### src/hw/sci_params.svh
// Constants of the serial baud and flag block
// Assumes it is included by both modules
//
// Notes on behaviour
// Prescaler divides by 1, 3, 4, 13, 39
// Rate divider divides by 1 to 128
// Dividers give sample clock; bit clock is sixteenth
// Rate select survives reset, writable anytime
// Software keeps low prescale bits zero with 39
// Flags set by hardware, cleared by software
// Enabling transmitter sets empty and done flags
// Empty flag with enable requests interrupt
// Done flag with enable requests interrupt
// Disabling transmitter finishes current character first
// Idle disable frees pin on bit clock
// Disable mid-character drops queued characters
// Last character end still sets both flags
// Overrun drops new character, sets overrun flag
// Buffer load sets receive full flag
// Noise and framing flags never interrupt
// Idle means one character time of ones
// Quiet flag set only on active-to-idle
// Status read then data write clears transmit flags
// Status read then data read clears receive flags
// Receive interrupt on full or overrun
// Enable queues one idle character preamble
// All requests ORed into one output
// Quiet flag with enable requests interrupt

`ifndef SCI_PARAMS_SVH
`define SCI_PARAMS_SVH

// ----------------------------------------
// Register addresses
// ----------------------------------------
`define SCI_ADDR_CTRL   2'h0
`define SCI_ADDR_BAUD   2'h1
`define SCI_ADDR_STATUS 2'h2
`define SCI_ADDR_DATA   2'h3

// ----------------------------------------
// Control and baud field positions
// ----------------------------------------
`define SCI_CB_EMPTY_IE 3'h7
`define SCI_CB_DONE_IE  3'h6
`define SCI_CB_RX_IE    3'h5
`define SCI_CB_QUIET_IE 3'h4
`define SCI_CB_TX_ON    3'h3
`define SCI_BB_PRE_HI   3'h6
`define SCI_BB_PRE_LO   3'h4
`define SCI_BB_RATE_HI  3'h2
`define SCI_BB_RATE_LO  3'h0

// ----------------------------------------
// Status field positions
// ----------------------------------------
`define SCI_SB_EMPTY    3'h7
`define SCI_SB_DONE     3'h6
`define SCI_SB_FULL     3'h5
`define SCI_SB_QUIET    3'h4
`define SCI_SB_OVR      3'h3
`define SCI_SB_NOISE    3'h2
`define SCI_SB_FRAME    3'h1

// ----------------------------------------
// Divider codes and terminal counts
// ----------------------------------------
`define SCI_PRE_SEL_3   3'h1
`define SCI_PRE_SEL_4   3'h2
`define SCI_PRE_SEL_13  3'h3
`define SCI_PRE_SEL_39  3'h4
`define SCI_PRE_LAST_1  6'h00
`define SCI_PRE_LAST_3  6'h02
`define SCI_PRE_LAST_4  6'h03
`define SCI_PRE_LAST_13 6'h0C
`define SCI_PRE_LAST_39 6'h26
`define SCI_RT_LAST     4'hF
`define SCI_CHAR_LAST   4'h9
`define SCI_IDLE_BITS   4'hA

// ----------------------------------------
// Reset and idle values
// ----------------------------------------
`define SCI_FRAME_ONES  10'h3FF
`define SCI_LINE_IDLE   1'h1

`endif

### src/hw/sci_pkg.sv
// Types shared by the serial baud and flag modules
// Assumes sci_params.svh is on the include path

package sci_pkg;

  // Transmit shifter state
  typedef enum logic [0:0] {
    SCI_TX_IDLE  = 1'b0,
    SCI_TX_SHIFT = 1'b1
  } sci_tx_state_t;

  // Baud chain state
  typedef struct packed {
    logic [5:0] preCnt;
    logic [6:0] rateCnt;
    logic [3:0] rtCnt;
    logic       rtTick;
    logic       bitTick;
  } sci_baud_t;

  // Flag block state
  typedef struct packed {
    logic          rxSync1;
    logic          rxSync2;
    logic          txOn;
    logic          txOnPrev;
    logic          emptyIe;
    logic          doneIe;
    logic          rxIe;
    logic          quietIe;
    logic [2:0]    prescaleSel;
    logic [2:0]    rateSel;
    logic          txEmpty;
    logic          txDone;
    logic          rxFull;
    logic          rxQuiet;
    logic          overrun;
    logic          noise;
    logic          framing;
    logic [7:0]    armed;
    logic [7:0]    txHolding;
    logic          holdFull;
    logic          prePending;
    sci_tx_state_t txState;
    logic [9:0]    txShift;
    logic [3:0]    txBitCnt;
    logic          pinDrive;
    logic [7:0]    rxBuffer;
    logic          rxActive;
    logic [3:0]    idleCnt;
    logic          irq;
    logic [7:0]    rdData;
  } sci_state_t;

endpackage

### src/hw/sci_baud_gen.sv
// Baud chain: prescaler, binary rate divider, divide by sixteen
// Assumes one clock and a synchronous active-low reset

`timescale 1ns/1ps

`include "sci_params.svh"

module sci_baud_gen import sci_pkg::*; (
  // Clock and reset
  input  wire logic       clock,
  input  wire logic       nrst,
  // Rate selection
  input  wire logic [2:0] prescaleSel,
  input  wire logic [2:0] rateSel,
  // Tick pulses
  output logic            rtTick,
  output logic            bitTick
);

  // ----------------------------------------
  // Divider decoding
  // ----------------------------------------

  // Terminal count of the prescaler; undecoded codes run at full rate
  function automatic logic [5:0] preLast(input logic [2:0] sel);
    case (sel)
      `SCI_PRE_SEL_3:  preLast = `SCI_PRE_LAST_3;
      `SCI_PRE_SEL_4:  preLast = `SCI_PRE_LAST_4;
      `SCI_PRE_SEL_13: preLast = `SCI_PRE_LAST_13;
      `SCI_PRE_SEL_39: preLast = `SCI_PRE_LAST_39;
      default:         preLast = `SCI_PRE_LAST_1;
    endcase
  endfunction

  sci_baud_t  b_reg;     // Chain state
  sci_baud_t  b_next;    // Next chain state
  logic [6:0] rateLast;  // Rate terminal count

  // Each rate code doubles the divisor
  assign rateLast = 7'((8'h01 << rateSel) - 8'h01);

  // ----------------------------------------
  // Counter chain
  // ----------------------------------------

  // Counters compare with >= so a new selection never stalls the chain
  always_comb begin
    b_next = b_reg;
    b_next.rtTick = 1'b0;
    b_next.bitTick = 1'b0;
    if (b_reg.preCnt >= preLast(prescaleSel)) begin
      b_next.preCnt = 6'h00;
      if (b_reg.rateCnt >= rateLast) begin
        b_next.rateCnt = 7'h00;
        b_next.rtTick = 1'b1;
        b_next.rtCnt = b_reg.rtCnt + 4'h1;
        b_next.bitTick = (b_reg.rtCnt == `SCI_RT_LAST);
      end else begin
        b_next.rateCnt = b_reg.rateCnt + 7'h01;
      end
    end else begin
      b_next.preCnt = b_reg.preCnt + 6'h01;
    end
  end

  // State register
  always_ff @(posedge clock) begin
    if (!nrst) begin
      b_reg <= '0;
    end else begin
      b_reg <= b_next;
    end
  end

  assign rtTick  = b_reg.rtTick;
  assign bitTick = b_reg.bitTick;

  logic [13:0] gapCnt;   // Cycles since last sample tick
  logic        gapSeen;  // A tick seen under the present selection
  logic [5:0]  selPrev;  // Selection one cycle ago
  logic [13:0] gapExp;   // Expected tick spacing less one

  assign gapExp = 14'((14'(preLast(prescaleSel)) + 14'h0001)
                      * (14'(rateLast) + 14'h0001) - 14'h0001);

  // Helper counter for the period check
  always_ff @(posedge clock) begin
    selPrev <= {prescaleSel, rateSel};
    if (!nrst || selPrev != {prescaleSel, rateSel}) begin
      gapCnt <= 14'h0000;
      gapSeen <= 1'b0;
    end else if (rtTick) begin
      gapCnt <= 14'h0000;
      gapSeen <= 1'b1;
    end else begin
      gapCnt <= gapCnt + 14'h0001;
    end
  end
endmodule

### src/hw/sci_serial_flags.sv
// Serial interface baud chain, transmit shutdown and status flags
// Assumes a same-clock receiver hands over whole characters,
// and software follows the status-then-data clearing order

`timescale 1ns/1ps

`include "sci_params.svh"

module sci_serial_flags import sci_pkg::*; (
  // Clock and reset
  input  wire logic       clock,
  input  wire logic       nrst,
  // Register port
  input  wire logic [1:0] regAddr,
  input  wire logic [7:0] regWrData,
  input  wire logic       regWrite,
  input  wire logic       regRead,
  output logic      [7:0] regRdData,
  // Receiver character hand-off
  input  wire logic       rxCharValid,
  input  wire logic [7:0] rxCharData,
  input  wire logic       rxCharNoise,
  input  wire logic       rxCharFrameErr,
  // Serial pins
  input  wire logic       rxLine,
  output logic            txPinOut,
  output logic            txPinOeN,
  // Timing and interrupt
  output logic            rxSampleClock,
  output logic            sciIrq
);

  // ----------------------------------------
  // Declarations
  // ----------------------------------------

  sci_state_t s_reg;     // All block state
  sci_state_t s_next;    // Next block state
  logic       rtTick;    // Sample clock tick
  logic       bitTick;   // Bit clock tick

  // Status word as software sees it
  function automatic logic [7:0] statusWord(input sci_state_t st);
    logic [7:0] w;
    w = 8'h00;
    w[`SCI_SB_EMPTY] = st.txEmpty;
    w[`SCI_SB_DONE]  = st.txDone;
    w[`SCI_SB_FULL]  = st.rxFull;
    w[`SCI_SB_QUIET] = st.rxQuiet;
    w[`SCI_SB_OVR]   = st.overrun;
    w[`SCI_SB_NOISE] = st.noise;
    w[`SCI_SB_FRAME] = st.framing;
    return w;
  endfunction

  // ----------------------------------------
  // Baud chain
  // ----------------------------------------

  // Prescaler, rate divider and bit divider
  sci_baud_gen u_baud (
    .clock       (clock),
    .nrst        (nrst),
    .prescaleSel (s_reg.prescaleSel),
    .rateSel     (s_reg.rateSel),
    .rtTick      (rtTick),
    .bitTick     (bitTick)
  );

  // ----------------------------------------
  // Next-state logic
  // ----------------------------------------

  always_comb begin
    s_next = s_reg;

    // Receive pin passes two flops before use
    s_next.rxSync1 = rxLine;
    s_next.rxSync2 = s_reg.rxSync1;
    s_next.txOnPrev = s_reg.txOn;
    s_next.rdData = 8'h00;

    // Register writes
    if (regWrite) begin
      if (regAddr == `SCI_ADDR_CTRL) begin
        s_next.emptyIe = regWrData[`SCI_CB_EMPTY_IE];
        s_next.doneIe  = regWrData[`SCI_CB_DONE_IE];
        s_next.rxIe    = regWrData[`SCI_CB_RX_IE];
        s_next.quietIe = regWrData[`SCI_CB_QUIET_IE];
        s_next.txOn    = regWrData[`SCI_CB_TX_ON];
      end else if (regAddr == `SCI_ADDR_BAUD) begin
        // Undecoded prescale codes are software's to avoid
        s_next.prescaleSel = regWrData[`SCI_BB_PRE_HI:`SCI_BB_PRE_LO];
        s_next.rateSel = regWrData[`SCI_BB_RATE_HI:`SCI_BB_RATE_LO];
      end else if (regAddr == `SCI_ADDR_DATA) begin
        // Data write ends the transmit clearing sequence
        if (s_reg.armed[`SCI_SB_EMPTY]) begin
          s_next.txEmpty = 1'b0;
        end
        if (s_reg.armed[`SCI_SB_DONE]) begin
          s_next.txDone = 1'b0;
        end
        s_next.armed[`SCI_SB_EMPTY] = 1'b0;
        s_next.armed[`SCI_SB_DONE]  = 1'b0;
        // Holding register only fills while transmitting
        if (s_reg.txOn) begin
          s_next.txHolding = regWrData;
          s_next.holdFull = 1'b1;
        end
      end
    end

    // Register reads, answered one cycle later
    if (regRead) begin
      if (regAddr == `SCI_ADDR_CTRL) begin
        s_next.rdData[`SCI_CB_EMPTY_IE] = s_reg.emptyIe;
        s_next.rdData[`SCI_CB_DONE_IE]  = s_reg.doneIe;
        s_next.rdData[`SCI_CB_RX_IE]    = s_reg.rxIe;
        s_next.rdData[`SCI_CB_QUIET_IE] = s_reg.quietIe;
        s_next.rdData[`SCI_CB_TX_ON]    = s_reg.txOn;
      end else if (regAddr == `SCI_ADDR_BAUD) begin
        s_next.rdData[`SCI_BB_PRE_HI:`SCI_BB_PRE_LO] = s_reg.prescaleSel;
        s_next.rdData[`SCI_BB_RATE_HI:`SCI_BB_RATE_LO] = s_reg.rateSel;
      end else if (regAddr == `SCI_ADDR_STATUS) begin
        // Status read arms every flag now set
        s_next.rdData = statusWord(s_reg);
        s_next.armed = statusWord(s_reg);
      end else begin
        // Data read ends the receive clearing sequence
        s_next.rdData = s_reg.rxBuffer;
        if (s_reg.armed[`SCI_SB_FULL]) begin
          s_next.rxFull = 1'b0;
        end
        if (s_reg.armed[`SCI_SB_QUIET]) begin
          s_next.rxQuiet = 1'b0;
        end
        if (s_reg.armed[`SCI_SB_OVR]) begin
          s_next.overrun = 1'b0;
        end
        if (s_reg.armed[`SCI_SB_NOISE]) begin
          s_next.noise = 1'b0;
        end
        if (s_reg.armed[`SCI_SB_FRAME]) begin
          s_next.framing = 1'b0;
        end
        s_next.armed = s_next.armed & 8'hC0;
      end
    end

    // Hardware sets follow the clears so that a set always wins

    // Transmitter switched on
    if (s_reg.txOn && !s_reg.txOnPrev) begin
      s_next.txEmpty = 1'b1;
      s_next.txDone = 1'b1;
      s_next.prePending = 1'b1;
    end

    // Transmitter switched off: queue is lost
    if (!s_reg.txOn) begin
      s_next.holdFull = 1'b0;
      s_next.prePending = 1'b0;
    end

    // Transmit shifter, one bit per bit tick
    if (bitTick) begin
      if (s_reg.txState == SCI_TX_SHIFT && s_reg.txBitCnt != `SCI_CHAR_LAST) begin
        // Current character runs on regardless of the enable
        s_next.txShift = {1'b1, s_reg.txShift[9:1]};
        s_next.txBitCnt = s_reg.txBitCnt + 4'h1;
      end else begin
        s_next.txState = SCI_TX_IDLE;
        s_next.txBitCnt = 4'h0;
        s_next.txShift = `SCI_FRAME_ONES;
        if (s_reg.txOn && s_reg.prePending) begin
          // Idle preamble: a whole frame of ones
          s_next.txState = SCI_TX_SHIFT;
          s_next.prePending = 1'b0;
        end else if (s_reg.txOn && s_reg.holdFull) begin
          // Stop bit, data LSB first, start bit
          s_next.txState = SCI_TX_SHIFT;
          s_next.txShift = {1'b1, s_reg.txHolding, 1'b0};
          s_next.holdFull = 1'b0;
          s_next.txEmpty = 1'b1;
        end else if (s_reg.txState == SCI_TX_SHIFT) begin
          // Queue drained or transmitter stopped
          s_next.txDone = 1'b1;
          if (!s_reg.txOn) begin
            s_next.txEmpty = 1'b1;
          end
        end
      end
      // Pin is handed back only on a bit tick
      s_next.pinDrive = s_reg.txOn || (s_next.txState == SCI_TX_SHIFT);
    end

    // Character hand-off from the receive shifter
    if (rxCharValid) begin
      if (s_next.rxFull) begin
        // Buffer still unread: new character is lost
        s_next.overrun = 1'b1;
      end else begin
        s_next.rxBuffer = rxCharData;
        s_next.rxFull = 1'b1;
        s_next.noise = s_next.noise | rxCharNoise;
        s_next.framing = s_next.framing | rxCharFrameErr;
      end
    end

    // Idle line detection on the synchronised pin
    if (!s_reg.rxSync2) begin
      s_next.rxActive = 1'b1;
      s_next.idleCnt = 4'h0;
    end else if (bitTick && s_reg.idleCnt != `SCI_IDLE_BITS) begin
      s_next.idleCnt = s_reg.idleCnt + 4'h1;
      if (s_next.idleCnt == `SCI_IDLE_BITS && s_reg.rxActive) begin
        s_next.rxQuiet = 1'b1;
        s_next.rxActive = 1'b0;
      end
    end

    // Single interrupt request; noise and framing excluded
    s_next.irq = (s_next.txEmpty && s_next.emptyIe)
               || (s_next.txDone && s_next.doneIe)
               || ((s_next.rxFull || s_next.overrun) && s_next.rxIe)
               || (s_next.rxQuiet && s_next.quietIe);
  end

  // ----------------------------------------
  // State register
  // ----------------------------------------

  // Rate select keeps its value through reset
  always_ff @(posedge clock) begin
    if (!nrst) begin
      s_reg <= '0;
      s_reg.rxSync1 <= `SCI_LINE_IDLE;
      s_reg.rxSync2 <= `SCI_LINE_IDLE;
      s_reg.txShift <= `SCI_FRAME_ONES;
      s_reg.rateSel <= s_reg.rateSel;
    end else begin
      s_reg <= s_next;
    end
  end

  // ----------------------------------------
  // Outputs
  // ----------------------------------------

  assign regRdData     = s_reg.rdData;
  assign txPinOut      = s_reg.txShift[0];
  assign txPinOeN      = !s_reg.pinDrive;
  assign rxSampleClock = rtTick;
  assign sciIrq        = s_reg.irq;
endmodule

### config.mk
export PLATFORM = sky130hd
export DESIGN_NAME = sci_serial_flags
export DESIGN_NICKNAME = d
export VERILOG_FILES = /design/src/hw/sci_pkg.sv /design/src/hw/sci_baud_gen.sv /design/src/hw/sci_serial_flags.sv
export VERILOG_INCLUDE_DIRS = /design/src /design/src/hw
export SDC_FILE = /design/constraint.sdc
export NUM_CORES = 1
export LEC_CHECK = 0
export BUFFER_PORTS_ARGS = -buffer_cell sky130_fd_sc_hd__buf_2
export CAP_MARGIN = 0
export CORE_ASPECT_RATIO = 1.75
export CORE_MARGIN = 2
export CORE_UTILIZATION = 56
export DETAILED_ROUTE_END_ITERATION = 10
export HOLD_SLACK_MARGIN = 0.05
export PLACE_DENSITY = 0.76
export SLEW_MARGIN = 20
export SYNTH_ARGS = -nofsm -noshare
export SYNTH_HDL_FRONTEND = slang
export SYNTH_SLANG_ARGS = --single-unit
### constraint.sdc
create_clock -name clock -period 8.97 [get_ports clock]
set_clock_uncertainty 0.2 [all_clocks]
set_input_delay 1.794 -clock clock [delete_from_list [all_inputs] [get_ports clock]]
set_output_delay 1.794 -clock clock [all_outputs]
set_load 0.005 [all_outputs]
==> results, run 1 <==
- STA puts the critical path data arrival time at 3600 ps.
- After legalization and detailed placement, the total HPWL measured 6.83 mm.
- For this run, the top clock speed supported by timing is 283 MHz.
- The clock input transition at the sequential cells of the worst setup and hold paths is 60 ps.
- The register with the most flip-flops in the layout has 63 of them.
- The prevailing post-synth register cell is dfxtp_1.
- The via count of the first global-routing pass came to 3578.
- The share of cell area taken by muxes after synthesis is 6.37%.
- The area growth from synthesis to final layout is 12.5%.
- The quantity of hold-fixing buffers added after cts is 0.
- Yosys attributes the largest share of cell area to dfxtp_1 (42%), ha_1 (6.1%), nor2_1 (4.6%).
- For this design the ratio of total power to cell area is 202 mW/mm^2.
- The maximum net fanout on the critical path is 10.
- Combinational logic is responsible for 6.8% of the overall power.
- The final routed DRC violation total is 0.
- The overall fraction of global-route tracks in use is 24.3%.
- The clock passes through at most 2 buffers.
- The row count is 42.
- The number of port buffers is 37.
- The clock tree synthesis step divided the H-tree into 3 levels.
- The sequential share of power is 45.0%.
- Subtracting the final worst setup slack from the clock period gives 3530 ps.
- Setup repair after global routing left no endpoint under its margin.
- For this run the aggregate overflow at the end of global routing stands at 0.
- The xor-xnor portion of the synthesized cell area is 2.44%.
- The share of the clock period used by the worst path is between 30% and 40%.
- For the pin with the worst max-slew slack, the measured transition is 729 ps.
- The clock latency at the later pin of the worst-skew pair is 340 ps.
- For this run, the post-layout net count is 548.
- The initial DRC count is 165.
- The final-layout fill cell count is 659.
- On the final layout, the worst hold slack is approximately 250 ps.
- The leakage power is 1.93 nW.
- The detailed-router iteration count before antenna repair is 4.
- The synthesized design devotes to its leading area cell type 42.3% of total area.
- The nature of the critical path endpoint is a flip-flop.
- Cells with a size suffix above 1 make up between 10% and 20% of the layout.
- The combinational family with the most area after synthesis is simple AND/OR/NAND/NOR gates.
- The wire length of the first global-routing pass is approximately 16 mm.
- Counting every instance in the synthesized netlist gives 480.
- The net switching power figure is 0.000204 W.
- Synthesis produced a netlist with a net count of 527.
- The number of vias per cell after detailed routing is slightly below 6.
- Before CTS, the worst setup slack after placement is just over 5000 ps.
- In this run, post-CTS repair resized a total of 0 instances.
- The die covers 0.00843 sq mm.
- Synthesis inferred 94 register bits.
- The routed layout has 3528 vias.
- The path class of the tightest hold or removal check is flip-flop to flip-flop.
- The TritonCTS buffer count is 9.
- The count of cell types in the netlist is 53.
- The clock network power share is 48.2%.
- STA puts the critical path data required time at 9040 ps.
- Post-CTS timing repair inserted 0 buffers for setup.
- The antenna cell count is 0.
- Once the floorplan was initialized, standard cells occupied 57.3% of the core.
- In this run the count of I/O pins placed on the die edge is 38.
- The final-report setup violation count is 0.
- The run finished with clean final reports.
- The synthesized netlist devotes 21.3% of its cell area to simple gates.
- The die is between 100 and 150 um tall.
- The finished layout holds 594 standard cells, fillers aside.
- The core region is between 0.007 and 0.008 sq mm.
- After detailed routing, the average wire length per cell comes to 16.4 um.
- The netlist area before placement is 0.00430 sq mm.
- The weighted congestion at the end of routability-driven global placement is roughly 0.83.
- Cell internal power was estimated by the tool at 0.000773 W.
- The number of antenna violations at the first check in global routing is 0.
- By startpoint and endpoint, the worst setup path is classified as flip-flop to flip-flop.
- The fraction of power spent switching nets is between 20% and 30%.
- The count of yosys warnings during synthesis is 0.
- Once detail routing completed, the nets flagged for antenna violations numbered 0.
- The sequential fraction of the synthesis area is 44.4%.
- The cell accounting for the most synthesized area is dfxtp_1.
- The clock tree from TritonCTS is built.
- The sum of internal, switching and leakage power is 0.000977 W.
- The final hold violation count is 0.
- The number of clock sinks seen by CTS is 94.
- In the post-route analysis, the smallest setup slack over all paths is 5440 ps.
- The startpoint class of the critical path is a flip-flop.
- The die extent in x is 70.3 um.
- The number of enable flip-flop cells after synthesis is 3.
- Entering global routing, the biggest net connects 45 pins.
- The total negative slack for setup checks is 0 ps.
- After detailed routing, the total wire length is 9.71 mm.
- The relative max-transition margin is 51.3%.
- The post-placement cell count is 578.
- IR analysis of the VDD net gives a maximum drop of 0.111 mV.
- The synthesized-area fraction occupied by adder cells is 6.11%.
- Across the run, the number of max-cap violations was 0.
- CTS placed an instance of clkbuf_16 at the clock tree root.
- The final-report max-slew violation count is 0.
- Counting flops with an async set or reset pin after synthesis yields a share of 0%.
- The synthesized netlist devotes 14.5% of its cell area to compound gates.
- In this run the mean area of a mapped cell was 8.96 sq um.
layout make-up:
class / count / area [sq um] / share of cell area (%)
flip-flops and latches: 94 / 1910 / 39.5
clock inverters: 6 / 130 / 2.69
clock buffers: 10 / 250 / 5.17
well taps: 88 / 110 / 2.27
multi-input cells: 341 / 2180 / 45.1
inverters: 17 / 63.8 / 1.32
repair buffers: 38 / 193 / 3.98
power groups by stage:
| stage | registers (W) | clock network [W] | logic (W) |
|---|---|---|---|
| final | 0.000440 | 0.000471 | 0.0000660 |
| after global routing | 0.000441 | 0.000494 | 0.0000754 |
| after CTS | 0.000439 | 0.000478 | 0.0000665 |
| after detailed placement | 0.000448 | 0 | 0.0000658 |
| after global placement | 0.000448 | 0 | 0.0000640 |
| after floorplan | 0.000445 | 0 | 0.0000494 |
placed cells by master (no fill, tap or decap), types with 2 or more instances in the layout:
cell / count
nand3b_1: 7
o31ai_1: 2
or3_1: 2
nand2_1: 51
mux2i_1: 15
and3_1: 6
a31o_2: 3
a31oi_1: 4
ha_1: 21
o21a_1: 5
mux4_2: 3
and2_1: 5
a21oi_1: 32
buf_2: 37
or4_1: 3
nor3b_1: 6
a21o_1: 2
a221oi_1: 2
clkinv_2: 2
nor2b_1: 5
nand2b_1: 11
a22oi_1: 6
nor3_1: 10
xnor2_1: 6
edfxtp_1: 3
dfxtp_1: 91
nand4_1: 8
nor2_1: 53
nand3_1: 19
inv_1: 17
o211ai_1: 2
o2111ai_1: 7
mux2_2: 5
bufinv_16: 4
xor2_1: 6
o22ai_1: 2
clkbuf_16: 10
o21ai_0: 18
Yosys cell counts, types with 2 or more instances:
cell type / count
inv_1: 17
buf_2: 4
a31o_2: 3
buf_1: 4
nand4_1: 8
o21ai_0: 18
dfxtp_1: 91
buf_4: 8
o211ai_1: 2
mux4_2: 3
mux2_2: 5
nor3_1: 10
o22ai_1: 2
edfxtp_1: 3
a22oi_1: 6
o21a_1: 5
nor2b_1: 5
o31ai_1: 2
and3_1: 6
a21oi_1: 32
xnor2_1: 6
nand2b_1: 11
nand3b_1: 7
xor2_1: 6
or4_1: 3
nor2_1: 53
nand3_1: 19
a21o_1: 2
clkbuf_1: 11
or3_1: 2
o2111ai_1: 7
nor3b_1: 6
mux2i_1: 15
a31oi_1: 4
nand2_1: 51
and2_1: 5
a221oi_1: 2
ha_1: 21
per-layer routing:
layer	share of wire (%)	up-vias	routed length, um	GRT usage, %
li1	-	1733	-	-
met1	38	1690	3650	25.1
met2	56	78	5480	44.9
met3	3.0	27	293	4.37
met4	3.0	0	294	13.5
met5	0	-	0	0
path summary, 6_finish.rpt:
path / from / end / slack, ps / cells past startpoint
setup / recovery: s_reg[63] / u_baud.b_reg[12] / 5440 / 11
hold / removal: s_reg[44] / s_reg[44] / 250 / 2
setup reg to reg: s_reg[63] / u_baud.b_reg[12] / 5440 / 11
hold reg to reg: s_reg[44] / s_reg[44] / 250 / 2
worst max-delay path: stages (launching register included):
cell,delay (ps)
edfxtp_1,520
or3_1,440
ha_1,270
nor3_1,200
a21oi_1,60
o21a_1,180
ha_1,260
and3_2,190
a221oi_2,280
o21ai_2,180
or4_1,500
a31oi_1,170
cell families after synthesis:
group,after synthesis
buffers and inverters,45
AO/OA/AOI/OAI,96
AND/OR/NAND/NOR,189
flip-flops,94
XOR/XNOR,12
multiplexers,23
adder cells (fa/ha/maj),21
through the flow:
step / instance area [sq um] / util (%)
after floorplan: 4300 / -
after global placement: 4460 / 59.3
after detailed placement: 4460 / 59.3
after CTS: 4840 / 64.4
after global routing: 4840 / 64.4
final: 4840 / 64.4
Power figures use the tool's default switching activity.
==> inputs of run 2 (changes only) <==
--- a/config.mk
+++ b/config.mk
@@ -6,14 +6,15 @@
 export SDC_FILE = /design/constraint.sdc
 export NUM_CORES = 1
 export LEC_CHECK = 0
+export ABC_AREA = 1
 export BUFFER_PORTS_ARGS = -buffer_cell sky130_fd_sc_hd__buf_2
 export CAP_MARGIN = 0
 export CORE_ASPECT_RATIO = 1.75
 export CORE_MARGIN = 2
-export CORE_UTILIZATION = 56
+export CORE_UTILIZATION = 53
 export DETAILED_ROUTE_END_ITERATION = 10
 export HOLD_SLACK_MARGIN = 0.05
-export PLACE_DENSITY = 0.76
+export PLACE_DENSITY = 0.75
 export SLEW_MARGIN = 20
 export SYNTH_ARGS = -nofsm -noshare
 export SYNTH_HDL_FRONTEND = slang
==> constraint.sdc (replaced) <==
create_clock -name clock -period 2.8 [get_ports clock]
set_clock_uncertainty 0.2 [all_clocks]
set_input_delay 0.56 -clock clock [delete_from_list [all_inputs] [get_ports clock]]
set_output_delay 0.56 -clock clock [all_outputs]
set_load 0.005 [all_outputs]
==> run 2 against run 1 <==
Against the previous run: fmax is 31% higher; clock power grew to 2.8 times the previous value; non-clock buffer count is 6 higher; register-to-register slack got worse by 5300 ps; critical endpoint is now u_baud.b_reg[11]; highest routed layer unchanged.
==> results, run 2 <==
- The run finished with clean final reports.
- The hold path depth is 2 (unchanged).
- The worst-margin pin slew came to 495 ps (-234 ps).
- The number of H-tree levels is 3 (unchanged).
- The weighted congestion at the end of routability-driven global placement was 0.891 (+6.8%).
- The register bit count reported by yosys is 94 (unchanged).
- The quantity of hold-fixing buffers added after cts came to 0 (unchanged).
- The number of nets in the layout came to 660 (+20%).
- The final hold violation count is 0 (unchanged).
- The netlist area before placement was 0.00434 sq mm (+0.96%).
- The maximum net fanout on the critical path came to 6 (-4).
- The I/O pin total is 38 (unchanged).
- The detailed placer's ending HPWL is 7.33 mm (+7.3%).
- The sequential fraction of the synthesis area came to 44.0% (-0.42 points).
- The path depth of the worst reg2reg path is 14 (+3).
- The fraction of registers with async set/reset is 0% (unchanged).
- The relative max-transition margin is 66.9% (+16 points).
- The die extent in x came to 72.4 um (+3.1%).
- The maximum number of pins on one net before global-route repair is 30 (-33%).
- The wire length of the first global-routing pass is 16.7 mm (+3.1%).
- The clock network power share is 43.3% (-4.9 points).
- The number of instances in the synthesized netlist is 577 (+20%).
- The antenna violation net count after detailed routing came to 0 (unchanged).
- The number of clock sinks seen by CTS was 94 (unchanged).
- The initial DRC count is 221 (+34%).
- The total die area is 0.00896 sq mm (+6.4%).
- The maximum resistive drop on vdd is 0.414 mV (+270%).
- The flip-flop count of the largest register after layout came to 63 (unchanged).
- The final-report setup violation count is 0 (unchanged).
- The average instance area after synthesis was 7.53 sq um (-16%).
- The highest clock rate is 371 MHz (+31%).
- The row count is 43 (+2.4%).
- The count of cell types in the netlist came to 37 (-30%).
- STA classifies the critical path endpoint as a flip-flop.
- The proportion of layout cells with a drive suffix above 1 is 14.6% (+0.33 points).
- The dominant cell by count in the synthesized netlist is nand2_1.
- The number of enable flip-flop cells after synthesis is 3 (unchanged).
- The total internal power was 0.00230 W (+200%).
- The net switching power figure is 0.000738 W (+260%).
- The TritonCTS buffer count is 9 (unchanged).
- The leakage power is 2.22 nW (+15%).
- By area the synthesized netlist is led by dfxtp_1 (42%), nand2_1 (9.7%), inv_1 (6.3%).
- The wire length per cell after detailed routing is 14.2 um (-13%).
- The final-report max-slew violation count was 0 (unchanged).
- The logic gate share of total power came to 9.7% (+2.9 points).
- The sequential share of power is 47.0% (+2.0 points).
- The overflow left after global routing came to 0 (unchanged).
- The number of vias per cell after detailed routing is 5.50 (-7.4%).
- The core footprint is 0.00796 sq mm (+6.0%).
- The most common cell after layout, fill and taps aside is nand2_1.
- The path class of the tightest hold or removal check is input pin to flip-flop.
- The antenna cell count is 0 (unchanged).
- The shortest clock period the worst path allows after layout was 2700 ps (-835 ps).
- The beginning of the worst hold path is rxLine.
- The number of maximum-capacitance violations is 0 (unchanged).
- The fraction of power spent switching nets is 24.3% (+3.4 points).
- The wire length reported by the detailed router is 10.0 mm (+3.3%).
- The top cell types in the final layout, fill and taps aside, are nand2_1 (106), dfxtp_1 (91), inv_1 (71), nor2_1 (60), o21ai_0 (50).
- Compared with the post-synthesis result, the final layout area differs by 15.4%.
- The clock latency at the later pin of the worst-skew pair is 340 ps (about the same).
- The prevailing post-synth register cell is dfxtp_1.
- The sum of internal, switching and leakage power is 0.00304 W (+210%).
- The count of yosys warnings during synthesis was 0 (unchanged).
- By count the netlist is led by nand2_1 (112), dfxtp_1 (91), inv_1 (73), nor2_1 (63), o21ai_0 (51).
- The required time at the worst-slack endpoint is 2880 ps (-6160 ps).
- The number of antenna violations at the first check in global routing is 0 (unchanged).
- The clock root buffer is clkbuf_16.
- The clock input transition at the sequential cells of the worst setup and hold paths came to 70 ps (about the same).
- The data arrival at the endpoint of the critical path came to 2770 ps (-830 ps).
- The cell accounting for the most synthesized area is dfxtp_1.
- The total negative slack for setup checks is 0 ps (unchanged).
- The clock tree from TritonCTS is built.
- The final routed DRC violation total is 0 (unchanged).
- The vertical die dimension is 124 um (+3.2%).
- The power density of the placed cells came to 607 mW/mm^2 (+200%).
- The detailed-router iteration count before antenna repair came to 5 (+1).
- The share of the clock period used by the worst path was 96.3% (+57 points).
- The effective utilization at floorplan was 54.6% (-2.7 points).
- STA classifies the critical path startpoint as a flip-flop.
- The fraction of synthesized cell area taken by the top area cell type is 41.9% (-0.40 points).
- The overall fraction of global-route tracks in use is 24.0% (-0.32 points).
- The maximum buffer depth of the clock tree is 2 (unchanged).
- In this run the critical register-to-register path is launched from s_reg[64].
- The number of vias after detailed routing is 3892 (+10%).
- The number of port buffers came to 37 (unchanged).
- The startpoint-to-endpoint class of the critical path is flip-flop to flip-flop.
- Tracing the worst setup path back leads to its startpoint at s_reg[64].
- The via count of the first global-routing pass is 3806 (+6.4%).
- The net count after synthesis came to 624 (+18%).
==> run 2: path summary, 6_finish.rpt <==
| kind | to | slack, ps |
|---|---|---|
| max | u_baud.b_reg[11] | 100 |
| min reg2reg | s_reg[75] | 210 |
| min | s_next[75] | 210 |
| max reg2reg | u_baud.b_reg[11] | 100 |
==> run 2: metrics by stage <==
step	worst slack [ps]	std cells	hold slack, ps	area, sq um	util [%]
4_1_cts	1.05	706	203	4890	61.4
2_1_floorplan	325	577	193	4340	-
3_3_place_gp	174	690	194	4570	57.3
3_5_place_dp	-50.9	690	204	4570	57.3
5_1_grt	-76.2	708	197	5010	63.0
6_report	103	708	206	5010	63.0
==> run 2: area by class of cell <==
cell class                 count  area [sq um]
fill                         722          2950
multi-input combinational    390          2150
sequential                    94          1910
inverter                      74           278
clock buffer                  11           243
timing repair buffer          44           238
tap                           90           113
clock inverter                 5          81.3
==> run 2: repair_timing <==
action / 4_1_cts / 5_1_grt
endpoints found under the setup margin: 7 / 13
pin swaps: 0 / 9
buffers inserted: 0 / 2
resized for setup: 1 / 29
==> run 2: cell families (layout without fill, tap and decap cells) <==
group                    Yosys count  count (layout)  synth area share (%)
AO/OA/AOI/OAI                    120             120                  15.7
XOR/XNOR                          11              11                  2.22
adder cells (fa/ha/maj)           21              21                  6.05
buffers and inverters             93             134                  9.01
flip-flops                        94              94                  44.0
AND/OR/NAND/NOR                  238             238                  23.0
==> run 2: metal layers <==
| layer | share of wire [%] | routed length (um) | global-route usage [%] |
|---|---|---|---|
| met5 | 0 | 0 | 0 |
| met4 | 1.7 | 174 | 9.26 |
| met3 | 2.9 | 290 | 4.37 |
| met2 | 56 | 5640 | 46.6 |
| met1 | 39 | 3930 | 24.7 |
==> run 2: power by group through the flow <==
stage / Clock [W] / Sequential, W / Combinational (W)
6_report: 0.00132 / 0.00143 / 0.000294
5_1_grt: 0.00141 / 0.00143 / 0.000330
4_1_cts: 0.00133 / 0.00143 / 0.000272
3_5_place_dp: 0 / 0.00146 / 0.000270
3_3_place_gp: 0 / 0.00146 / 0.000260
2_1_floorplan: 0 / 0.00145 / 0.000191
==> run 2: critical path, stage by stage, from the launching register on <==
cell and delay [ps]:
edfxtp_1 500, nor2_4 200, nand2_2 100, ha_4 180, o21ai_4 70, a21oi_2 50, xor2_1 170, ha_1 340
nand2_2 130, nor2_4 50, nand2_2 80, nand4_1 140, nor2_4 190, nand3_2 100, a21oi_2 130
